===== config.mk =====
export PLATFORM = sky130hd
export DESIGN_NAME = ar_shot_sequencer
export DESIGN_NICKNAME = d
export VERILOG_FILES = /design/src/design/ar_shot_sequencer.v /design/src/design/ar_tick_gen.v
export VERILOG_INCLUDE_DIRS = /design/src /design/src/common
export SDC_FILE = /design/constraint.sdc
export NUM_CORES = 1
export LEC_CHECK = 0
export BUFFER_PORTS_ARGS = -buffer_cell sky130_fd_sc_hd__buf_2
export CAP_MARGIN = 40
export CORE_MARGIN = 2
export CORE_UTILIZATION = 45
export CTS_BUF_LIST = sky130_fd_sc_hd__clkbuf_2
export DETAILED_ROUTE_END_ITERATION = 10
export REMOVE_ABC_BUFFERS = 1
export SLEW_MARGIN = 20
export SYNTH_ARGS = -nofsm -noshare
export SYNTH_HDL_FRONTEND = slang
export SYNTH_SLANG_ARGS = --single-unit

===== constraint.sdc =====
create_clock -name clock_in -period 4.2 [get_ports clock_in]
set_input_delay 0.84 -clock clock_in [delete_from_list [all_inputs] [get_ports clock_in]]
set_output_delay 0.84 -clock clock_in [all_outputs]
set_load 0.01 [all_outputs]

===== src/common/ar_shot_regs.vh =====
// Register map, field layout, reset values and timing counts of the shot sequencer
// Assumes a 10 MHz clock and an APB master with 32-bit data
// Operation
// - Four shot settings sets, each programmable; current shot's set applies.
// - Shots above the configured maximum count are never used.
// - Wait the shot dead time, 0 to 300 s in 10 ms steps, before closing.
// - Block instantaneous elements whose per-shot inhibit flag is set.
// - Raise time overcurrent pickups by per-shot percentage, 0 to 100.
// - Select per-shot setpoint group; active choice leaves group unchanged.
// - Instantaneous operation trips breaker and starts a reclose sequence.
// - Breaker open resets phase instantaneous and time elements.
// - Close command and shot counter increment happen together.
// - No further trip: reset timer clears counter and returns to idle.
// - Time overcurrent timeout trips breaker and restarts the sequence.
// - New initiation below maximum runs another cycle with next shot.
// - New initiation at maximum enters lockout.
// - Shot limit is lower of maximum and supervision; lockout request wins.
`ifndef AR_SHOT_REGS_VH
`define AR_SHOT_REGS_VH

// Byte offsets
`define AR_CTRL_ADDR      12'h000
`define AR_STAT_ADDR      12'h004
`define AR_RESET_ADDR     12'h008
`define AR_SHOT_BASE      12'h010
`define AR_SHOT_STRIDE    12'h010
// Within a shot block: +0 dead time, +4 inhibit/group, +8 raise A, +C raise B
`define AR_SHOT_DEAD_OFS  2'h0
`define AR_SHOT_INH_OFS   2'h1
`define AR_SHOT_RAISEA    2'h2
`define AR_SHOT_RAISEB    2'h3

// Field layout
`define AR_CTRL_MAX_LSB   0
`define AR_CTRL_EN_BIT    4
`define AR_DEAD_W         15
`define AR_DEAD_MAX       15'h7530
`define AR_PCT_MAX        7'h64
`define AR_GRP_ACTIVE     3'h4
`define AR_GRP_LSB        8

// Reset values
`define AR_CTRL_RST       32'h0000_0011
`define AR_DEAD_RST       15'h0032
`define AR_RESET_RST      16'h03E8

// Timing: tick of 10 ms at 10 MHz
`define AR_TICK_MS        10
`define AR_CLK_KHZ        10000
`define AR_TICK_CYC       (`AR_TICK_MS * `AR_CLK_KHZ)

`endif


===== src/design/ar_shot_sequencer.v =====
// Autoreclose shot sequencer with APB settings registers
// Assumes element and breaker inputs come from pins and are synchronised here
`timescale 1ns/100ps
`include "ar_shot_regs.vh"
module ar_shot_sequencer #(
  parameter TICK_CYC = `AR_TICK_CYC
) (
  // Clock and reset
  input  wire        clock_in,
  input  wire        nrst_in,
  // APB slave
  input  wire        psel_in,
  input  wire        penable_in,
  input  wire        pwrite_in,
  input  wire [11:0] paddr_in,
  input  wire [31:0] pwdata_in,
  output wire [31:0] prdata_out,
  output wire        pready_out,
  output wire        pslverr_out,
  // Protection element events
  input  wire        inst_operate_in,
  input  wire        toc_timeout_in,
  input  wire        brk_open_in,
  // Supervision limits
  input  wire [2:0]  sup_limit_in,
  input  wire        lockout_req_in,
  // Breaker and element outputs
  output reg         trip_out,
  output reg         close_out,
  output reg         elem_reset_out,
  output reg  [4:0]  inst_element_inhibit_out,
  output reg  [34:0] pickup_raise_percent_out,
  output reg  [2:0]  group_sel_out,
  output reg         group_sel_valid_out,
  output reg         lockout_out,
  output reg  [2:0]  shot_count_out
);
  // States
  localparam [4:0] ST_IDLE = 5'h01;
  localparam [4:0] ST_OPEN = 5'h02;
  localparam [4:0] ST_DEAD = 5'h04;
  localparam [4:0] ST_RCLM = 5'h08;
  localparam [4:0] ST_LOCK = 5'h10;

  // Registers
  reg  [31:0] ctrl_ff;
  reg  [15:0] reset_time_ff;
  reg  [14:0] dead_ff   [0:3];
  reg  [4:0]  inh_ff    [0:3];
  reg  [2:0]  grp_ff    [0:3];
  reg  [6:0]  raise_ff  [0:3][0:4];
  reg  [31:0] prdata_ff;
  reg  [4:0]  state_ff;
  reg  [4:0]  nxt_state;
  reg  [2:0]  shot_ff;
  reg  [2:0]  nxt_shot;
  reg  [2:0]  limit_ff;
  reg  [15:0] tcnt_ff;
  reg  [15:0] nxt_tcnt;
  reg         nxt_trip;
  reg         nxt_close;
  reg  [2:0]  sync1_ff;
  reg  [2:0]  sync2_ff;
  reg  [2:0]  prev_ff;
  wire        tick;
  wire        wr;
  wire        rd;
  wire [1:0]  sidx;
  wire [1:0]  fld;
  wire        shot_hit;
  wire        inst_rise;
  wire        toc_rise;
  wire        brk_open;
  wire        initiate;
  wire [2:0]  eff_limit;
  wire [1:0]  cur;
  wire        in_shot;
  integer     i;
  integer     j;

  function [6:0] clip_pct;
    input [6:0] v;
    begin
      clip_pct = (v > `AR_PCT_MAX) ? `AR_PCT_MAX : v;
    end
  endfunction

  function [2:0] min3;
    input [2:0] a;
    input [2:0] b;
    begin
      min3 = (a < b) ? a : b;
    end
  endfunction

  ar_tick_gen #(.TICK_CYC(TICK_CYC)) u_tick (
    .clock_in (clock_in),
    .nrst_in  (nrst_in),
    .tick_out (tick)
  );

  // APB decode, zero wait states
  assign wr          = psel_in & penable_in & pwrite_in;
  assign rd          = psel_in & ~pwrite_in;
  assign pready_out  = 1'b1;
  assign pslverr_out = 1'b0;
  assign prdata_out  = prdata_ff;
  assign shot_hit    = (paddr_in >= `AR_SHOT_BASE) && (paddr_in < 12'h050)
                       && (paddr_in[1:0] == 2'h0);
  assign sidx        = paddr_in[5:4] - 2'h1;
  assign fld         = paddr_in[3:2];

  // Pin synchronisers
  always @(posedge clock_in or negedge nrst_in) begin
    if (!nrst_in) begin
      sync1_ff <= 3'h0;
      sync2_ff <= 3'h0;
      prev_ff  <= 3'h0;
    end else begin
      sync1_ff <= {brk_open_in, toc_timeout_in, inst_operate_in};
      sync2_ff <= sync1_ff;
      prev_ff  <= sync2_ff;
    end
  end
  assign inst_rise = sync2_ff[0] & ~prev_ff[0];
  assign toc_rise  = sync2_ff[1] & ~prev_ff[1];
  assign brk_open  = sync2_ff[2];
  assign initiate  = inst_rise | toc_rise;

  assign eff_limit = min3(ctrl_ff[2:0], (sup_limit_in == 3'h0) ? 3'h4 : sup_limit_in);
  assign cur       = (shot_ff == 3'h0) ? 2'h0 : shot_ff[1:0] - 2'h1;
  assign in_shot   = (shot_ff != 3'h0);

  // Register writes
  always @(posedge clock_in or negedge nrst_in) begin
    if (!nrst_in) begin
      ctrl_ff       <= `AR_CTRL_RST;
      reset_time_ff <= `AR_RESET_RST;
      for (i = 0; i < 4; i = i + 1) begin
        dead_ff[i] <= `AR_DEAD_RST;
        inh_ff[i]  <= 5'h00;
        grp_ff[i]  <= `AR_GRP_ACTIVE;
        for (j = 0; j < 5; j = j + 1) begin
          raise_ff[i][j] <= 7'h00;
        end
      end
    end else if (wr) begin
      if (paddr_in == `AR_CTRL_ADDR) begin
        ctrl_ff <= {27'h0000000, pwdata_in[`AR_CTRL_EN_BIT],
                    1'b0, (pwdata_in[2:0] > 3'h4) ? 3'h4 : pwdata_in[2:0]};
      end else if (paddr_in == `AR_RESET_ADDR) begin
        reset_time_ff <= pwdata_in[15:0];
      end else if (shot_hit) begin
        case (fld)
          `AR_SHOT_DEAD_OFS: begin
            dead_ff[sidx] <= (pwdata_in[14:0] > `AR_DEAD_MAX) ? `AR_DEAD_MAX
                             : pwdata_in[14:0];
          end
          `AR_SHOT_INH_OFS: begin
            inh_ff[sidx] <= pwdata_in[4:0];
            grp_ff[sidx] <= (pwdata_in[10:8] > `AR_GRP_ACTIVE) ? `AR_GRP_ACTIVE
                            : pwdata_in[10:8];
          end
          `AR_SHOT_RAISEA: begin
            raise_ff[sidx][0] <= clip_pct(pwdata_in[6:0]);
            raise_ff[sidx][1] <= clip_pct(pwdata_in[14:8]);
            raise_ff[sidx][2] <= clip_pct(pwdata_in[22:16]);
            raise_ff[sidx][3] <= clip_pct(pwdata_in[30:24]);
          end
          default: begin
            raise_ff[sidx][4] <= clip_pct(pwdata_in[6:0]);
          end
        endcase
      end
    end
  end

  // Register reads
  always @(posedge clock_in or negedge nrst_in) begin
    if (!nrst_in) begin
      prdata_ff <= 32'h0000_0000;
    end else if (rd && !penable_in) begin
      if (paddr_in == `AR_CTRL_ADDR) begin
        prdata_ff <= ctrl_ff;
      end else if (paddr_in == `AR_STAT_ADDR) begin
        prdata_ff <= {20'h00000, limit_ff, 1'b0, shot_ff, state_ff};
      end else if (paddr_in == `AR_RESET_ADDR) begin
        prdata_ff <= {16'h0000, reset_time_ff};
      end else if (shot_hit) begin
        case (fld)
          `AR_SHOT_DEAD_OFS: prdata_ff <= {17'h00000, dead_ff[sidx]};
          `AR_SHOT_INH_OFS:  prdata_ff <= {21'h000000, grp_ff[sidx], 3'h0, inh_ff[sidx]};
          `AR_SHOT_RAISEA:   prdata_ff <= {1'b0, raise_ff[sidx][3], 1'b0, raise_ff[sidx][2],
                                           1'b0, raise_ff[sidx][1], 1'b0, raise_ff[sidx][0]};
          default:           prdata_ff <= {25'h0000000, raise_ff[sidx][4]};
        endcase
      end else begin
        prdata_ff <= 32'h0000_0000;
      end
    end
  end

  // Sequencer next state
  always @* begin
    nxt_state = state_ff;
    nxt_shot  = shot_ff;
    nxt_tcnt  = tick ? tcnt_ff + 16'h0001 : tcnt_ff;
    nxt_trip  = 1'b0;
    nxt_close = 1'b0;
    if (lockout_req_in && state_ff != ST_LOCK) begin
      nxt_state = ST_LOCK;
    end else begin
      case (state_ff)
        ST_IDLE, ST_RCLM: begin
          if (initiate) begin
            nxt_trip = 1'b1;
            nxt_tcnt = 16'h0000;
            if (!ctrl_ff[`AR_CTRL_EN_BIT] || shot_ff >= eff_limit) begin
              nxt_state = ST_LOCK;
            end else begin
              nxt_state = ST_OPEN;
            end
          end else if (state_ff == ST_RCLM && nxt_tcnt >= reset_time_ff) begin
            nxt_state = ST_IDLE;
            nxt_shot  = 3'h0;
          end
        end
        ST_OPEN: begin
          nxt_trip = 1'b1;
          nxt_tcnt = 16'h0000;
          if (brk_open) begin
            nxt_state = ST_DEAD;
          end
        end
        ST_DEAD: begin
          if (nxt_tcnt >= {1'b0, dead_ff[shot_ff[1:0]]}) begin
            nxt_close = 1'b1;
            nxt_shot  = shot_ff + 3'h1;
            nxt_state = ST_RCLM;
            nxt_tcnt  = 16'h0000;
          end
        end
        ST_LOCK: begin
          nxt_tcnt = 16'h0000;
        end
        default: begin
          nxt_state = ST_IDLE;
        end
      endcase
    end
  end

  // Sequencer registers and outputs
  always @(posedge clock_in or negedge nrst_in) begin
    if (!nrst_in) begin
      state_ff                 <= ST_IDLE;
      shot_ff                  <= 3'h0;
      limit_ff                 <= 3'h4;
      tcnt_ff                  <= 16'h0000;
      trip_out                 <= 1'b0;
      close_out                <= 1'b0;
      elem_reset_out           <= 1'b0;
      inst_element_inhibit_out <= 5'h00;
      pickup_raise_percent_out <= 35'h0;
      group_sel_out            <= `AR_GRP_ACTIVE;
      group_sel_valid_out      <= 1'b0;
      lockout_out              <= 1'b0;
      shot_count_out           <= 3'h0;
    end else begin
      state_ff       <= nxt_state;
      shot_ff        <= nxt_shot;
      limit_ff       <= eff_limit;
      tcnt_ff        <= nxt_tcnt;
      trip_out       <= nxt_trip;
      close_out      <= nxt_close;
      shot_count_out <= nxt_shot;
      lockout_out    <= (nxt_state == ST_LOCK);
      elem_reset_out <= brk_open;
      if (in_shot) begin
        inst_element_inhibit_out <= inh_ff[cur];
        pickup_raise_percent_out <= {raise_ff[cur][4], raise_ff[cur][3], raise_ff[cur][2],
                                     raise_ff[cur][1], raise_ff[cur][0]};
        group_sel_out            <= grp_ff[cur];
        group_sel_valid_out      <= (grp_ff[cur] != `AR_GRP_ACTIVE);
      end else begin
        inst_element_inhibit_out <= 5'h00;
        pickup_raise_percent_out <= 35'h0;
        group_sel_out            <= `AR_GRP_ACTIVE;
        group_sel_valid_out      <= 1'b0;
      end
    end
  end
endmodule // ar_shot_sequencer


===== src/design/ar_tick_gen.v =====
// Periodic one-cycle tick every 10 ms
// Assumes clock_in at 10 MHz
`timescale 1ns/100ps
`include "ar_shot_regs.vh"
module ar_tick_gen #(
  parameter TICK_CYC = `AR_TICK_CYC
) (
  // Clock and reset
  input  wire        clock_in,
  input  wire        nrst_in,
  // Tick
  output wire        tick_out
);
  reg  [16:0] cnt_ff;
  wire        wrap;

  assign wrap     = (cnt_ff == TICK_CYC[16:0] - 17'h00001);
  assign tick_out = wrap;

  always @(posedge clock_in or negedge nrst_in) begin
    if (!nrst_in) begin
      cnt_ff <= 17'h00000;
    end else if (wrap) begin
      cnt_ff <= 17'h00000;
    end else begin
      cnt_ff <= cnt_ff + 17'h00001;
    end
  end
endmodule // ar_tick_gen


==> results.toml, run 1 <==
[final_layout]
finish.utilization_pct = 51.6
register_area_um2 = 9600
nets = 1926
areaGrowthSynthToFinish_pct = 13.6
fin_area_um2 = 21600
multi_input_area_um2 = 8840
drive_gt1_share_pct = 31.7
fin_cells = 2445
fillers = 3769

[logic_synthesis]
synthSimpleGateAreaFrac_pct = 12.2
synth_common_cells = "dfrtp_1 (355), nand2_1 (269), o21ai_0 (206)"
synth-seq-cells = 382
yosys_warnings = 0
synth.most_common_cell = "dfrtp_1"
syn_inst = 1618
yosysTopAreaCell = "dfrtp_1"
synth_cell_types = 69
syn_area_per_cell_um2 = 11.7
synth-edff-count = 0
ys_seq_area_share_pct = 50.6
synth_top_family_by_area = "multiplexers"
synth_xor_area_share_pct = 1.39
synth.area.mux_share_pct = 19.7
synth.area.top_cells = "dfrtp_1 (47%), mux4_2 (14%), o21ai_0 (5.4%)"
synth_compound_area_share_pct = 9.88
synthAdderAreaFrac_pct = 3.10
synth_area_um2 = 19000
synth.top_cell.area_share_pct = 46.8
synthFlopType = "dfrtp_1"
async_flop_share_pct = 100

[place]
portBuffers = 134
dp_cells = 2235
dpl.hpwl_mm = 33.8
gp_congestion = 0.858
postPlaceCellArea_um2 = 20300

[routing]
viasPerCell = 5.64
ant_nets = 0
wl_per_cell_um = 20.9
drtIter0Drc = 908
dr.pass1.iters = 5
wl_mm = 51.2
drc_errors = 0
num_vias = 13800

[floorplan]
coreArea_um2 = 41800
die-area_um2 = 43800
die_y_um = 209
ios = 141
initial_core_util_pct = 45.4
fp-row-count = 75
die_w_um = 209

[timing]
hold_viol_final = 0
fin_skew_ns = 0.0856
fin_crit_sh_pct = 93.3
setup_viol = 0
fin_crit_ns = 3.92
tightest_slew_ns = 0.864
fmax_mhz = 255
rsz0062_at_grt = "false"
worst_hold_slack_ns = 0.127
report.final.slew_viol_count = 0
relSlewSlack_pct = 42.4

[cts]
root_buffer = "clkbuf_2"
cts_buffers = 101
cts_tree = "yes"
clk_latency_ns = 1.10
cts_buffer_depth = 3
clock-sinks = 382
post-cts-setup-buffers = 0
path_clk_slew_ns = 0.09
cts.htree.levels = 3

[grt]
antenna_found_initial = 4
grt_usage_pct = 24.3
grt_pass1_wl_mm = 81.7
grt_start_max_net_pins = 108
grt_overflow = 0
grt_pass1_vias = 14500

[flow_run]
drv_cap = 0

[critical_path]
critPathMaxFanout = 5
arrival_ns = 4.87
crit_path_end_kind = "flop"
cp_data_required_time_ns = 5.16
path_class = "reg2reg"
cp-start-kind = "flop"

[power_and_ir_drop]
power_leakage_nw = 10.2
finalPower_w = 0.00677
vdd_drop_max_v = 0.000188
power_density_nw_per_um2 = 314

[status]
status = "complete, no violations"

[min_path]
hold_path.class = "in2reg"
## power by group
part	switching, W	internal, W	total (W)
Clock	0.00161	0.00110	0.00271
Combinational	0.000256	0.000112	0.000369
Sequential	0.00000804	0.00369	0.00370
Total	0.00188	0.00490	0.00677
## logic make-up after synthesis
kind of cell / after synthesis
simple gates: 477
flops: 382
compound gates: 320
mux: 211
buf+inv: 149
fa+ha+maj: 47
xor+xnor: 30
other cells: 2
## stage by stage
stage          worst slack, ns  TNS [ns]
2_1_floorplan            -1.87    -65.09
3_3_place_gp             0.148         0
3_5_place_dp            0.0756         0
4_1_cts                 0.0149         0
5_1_grt                 0.0158         0
6_report                 0.281         0
## flip-flops by register name (all words and copies together) (netlist names), 4 cells and up
name / flops
raise_ff: 140
dead_ff: 60
pickup_raise_percent_out: 35
prdata_out: 30
inh_ff: 20
u_tick.cnt_ff: 17
reset_time_ff: 16
tcnt_ff: 16
grp_ff: 12
inst_element_inhibit_out: 5
state_ff: 5
ctrl_ff: 4
## repair_timing
action                     in CTS  in global routing
setup endpoints to repair       0                 15
gates resized for setup         0                  6
hold endpoints to repair      146                  0
hold buffers                   22                  0
## path summary, 6_finish.rpt
kind,startpoint,endpoint,slack (ns),cells after the start
worst max-delay path,u_tick.cnt_ff[0],shot_ff[0],0.28,15
worst min-delay path,sup_limit_in[1],limit_ff[1],0.13,3
worst max register to register,u_tick.cnt_ff[0],shot_ff[0],0.28,15
worst min register to register,sync1_ff[2],sync2_ff[2],0.36,0
max in group asynchronous,nrst_in,reset_time_ff[9],2.75,3
min in group asynchronous,nrst_in,sync2_ff[2],0.40,2
## layout by cell type, fill, tap and decap left out, drive strengths merged, types with 6 or more instances in the layout
cell type / instances
dfrtp: 355
nand2: 269
o21ai: 206
buf: 179
clkbuf: 152
mux4: 121
mux2: 83
nor2b: 61
inv: 48
ha: 47
nor2: 39
a21oi: 30
clkinv: 29
dfstp: 27
nand3: 25
dlygate4sd3: 22
xnor2: 18
a22o: 16
nand4: 14
xor2: 12
a21boi: 11
nor4: 11
nand2b: 9
nor3: 9
a21o: 8
and3: 7
mux2i: 7
a22oi: 6
and4: 6
## layer usage
layer,wire (um),up-vias,track usage [%]
met5,13,-,0
met3,2890,113,5.97
met4,1770,2,10.5
met1,22400,6967,32.4
li1,-,6284,-
met2,24100,423,38.1
## layout make-up
cell class                 instances  area share, %
clock buffer                     151           3.51
sequential                       382           44.5
antenna                            2         0.0232
multi-input combinational       1089           41.0
inverter                          47          0.818
tap                              539           3.13
timing repair buffer             202           6.07
clock inverter                    33          0.940
## critical path, cell delays in order, from the launching register on
cell and delay, ns:
dfrtp_1 0.41, ha_1 0.23, and4_4 0.29, nand4_4 0.15, nor4b_4 0.26, and4_4 0.29, nand4_1 0.12, xnor2_1 0.16
ha_1 0.30, nand4_1 0.10, nor2_1 0.18, or4b_2 0.62, nand3_2 0.14, o221ai_2 0.14, a21o_1 0.18, mux2_2 0.26
Power figures use the tool's default switching activity.
==> run 2, diff against run 1 <==
- CORE_ASPECT_RATIO: not set -> 0.7
- MAX_ROUTING_LAYER: not set -> met4
- PLACE_DENSITY_LB_ADDON: not set -> 0.05
==> run 2 against run 1 <==
Sequential power barely moved. Worst hold slack worse by 0.037 ns. Power fell by 2.1%. Register-to-register slack got worse by 0.02 ns. Sequential share of layout area up 0.096 points. Combinational power about the same. Design area decreased by 0.21%. Non-clock buffer count increased by 4. Die area is essentially flat.
==> results.toml, run 2 (same netlist as run 1, synthesis figures left out) <==
[place]
dpl.hpwl_mm = 35.6
gp_congestion = 0.861
portBuffers = 134
place_ws_ns = 0.0130
postPlaceCellArea_um2 = 20500
dp_cells = 2261

[min_path]
min_to = "reset_time_ff[7]"
hold_path.class = "in2reg"
hp-start = "pwdata_in[7]"
hold_depth = 3

[routing]
num_vias = 13700
drc_errors = 0
viasPerCell = 5.63
wl_mm = 53.1
wl_per_cell_um = 21.7
ant_nets = 0
dr.pass1.iters = 5
drtIter0Drc = 1115

[power_and_ir_drop]
power_density_nw_per_um2 = 308
vdd_drop_max_v = 0.000144
power_leakage_nw = 10.2

[critical_path]
crit_path_end_kind = "flop"
arrival_ns = 4.85
critPathMaxFanout = 4
cp_data_required_time_ns = 5.11
r2r_setup_slack_ns = 0.26
rr_worst_depth = 14
r2r-start = "u_tick.cnt_ff[12]"
r2r_end = "shot_ff[0]"
path_class = "reg2reg"
cp-start-kind = "flop"
startpoint = "u_tick.cnt_ff[12]"

[cts]
cts_tree = "yes"
path_clk_slew_ns = 0.12
post-cts-setup-buffers = 0
root_buffer = "clkbuf_2"
clock-sinks = 382
clk_latency_ns = 1.02
cts.htree.levels = 3
cts_buffers = 95
cts_buffer_depth = 3

[final_layout]
fin_area_um2 = 21500
finish.utilization_pct = 52.1
fin_cells = 2443
regMostFlops = "raise_ff"
drive_gt1_share_pct = 32.6
areaGrowthSynthToFinish_pct = 13.4
largest_reg_flops = 140
nets = 1924
final_common_cell = "dfrtp_1"
largestRegisters = "raise_ff x140, dead_ff x60, pickup_raise_percent_out x35"
final_cell_mix = "dfrtp_1 (354), nand2_1 (269), o21ai_0 (205)"

[timing]
fmax_mhz = 254
setup_ws_ns = 0.264
fin_skew_ns = 0.0432
relSlewSlack_pct = 43.4
hold_viol_final = 0
fin_crit_sh_pct = 93.7
report.final.slew_viol_count = 0
fin_crit_ns = 3.94
tightest_slew_ns = 0.850
tns_ns = 0
setup_viol = 0

[floorplan]
die_y_um = 176
fp-row-count = 62
initial_core_util_pct = 46.0
die_w_um = 249
coreArea_um2 = 41300
ios = 141
die-area_um2 = 43800

[grt]
antenna_found_initial = 1
grt_pass1_vias = 13800
grt_usage_pct = 25.6
grt_overflow = 0
grt_pass1_wl_mm = 82.8
grt_start_max_net_pins = 103

[flow_run]
drv_cap = 0

[status]
status = "complete, no violations"
[run 2: changes by cell type in the layout (fill, tap and decap cells not counted), moves of 2 or more]
cell and change:
buf_12 +3, buf_4 +18, clkbuf_2 -2, clkinv_1 -5
clkinv_2 -2, clkinv_4 -3, dlygate4sd3_1 -15, inv_2 +3
[run 2: critical path, cell delays in order, from the launching register on]
cell,delay [ns]
dfrtp_1,0.44
nor4b_4,0.37
nand4_4,0.17
nor4b_4,0.26
and4_4,0.31
nand4_1,0.12
xnor2_1,0.17
ha_1,0.31
nand4_1,0.12
nor2_2,0.18
or4b_2,0.62
nand3_2,0.16
o221ai_2,0.14
a21o_1,0.21
mux2_2,0.26
[run 2: area by class of cell]
cell class | count | area, um^2
Clock buffer | 149 | 746
Antenna cell | 1 | 2.50
Timing Repair Buffer | 206 | 1340
Multi-Input combinational cell | 1089 | 8840
Fill cell | 3679 | 19800
Clock inverter | 25 | 128
Sequential cell | 382 | 9600
Tap cell | 544 | 681
Inverter | 47 | 176
[run 2: routing by layer]
metal	track usage, %	up-vias	routed length (um)
li1	-	6284	-
met4	6.93	0	988
met1	36.9	6997	25200
met5	-	-	0
met3	5.78	80	3320
met2	36.5	387	23500
[run 2: worst max-delay path by stage]
stage	to	slack, ns	cells past startpoint
after floorplan	group_sel_valid_out	-1.87	6
after global placement	shot_ff[0]	0.08	14
after detailed placement	shot_ff[0]	0.01	14
after CTS	shot_ff[0]	0.03	14
after global routing	tcnt_ff[2]	-0.01	16
final	shot_ff[0]	0.26	14
[run 2: power breakdown]
group	switching, W	internal, W
Sequential	0.00000863	0.00369
Combinational	0.000259	0.000110
Clock	0.00157	0.000996
[run 2: metrics by stage]
step / hold slack, ns / power [W]
global placement: 0.334 / 0.00414
CTS: 0.00142 / 0.00673
floorplan: 0.331 / 0.00389
global route: 0.00399 / 0.00694
detailed placement: 0.340 / 0.00414
finish: 0.0897 / 0.00663
[run 2: what timing repair did]
item | in CTS | in global routing
cloned | 0 | 0
endpoints found under the hold margin | 90 | 0
hold buffers | 7 | 0
gates resized for setup | 1 | 7
endpoints found under the setup margin | 1 | 20
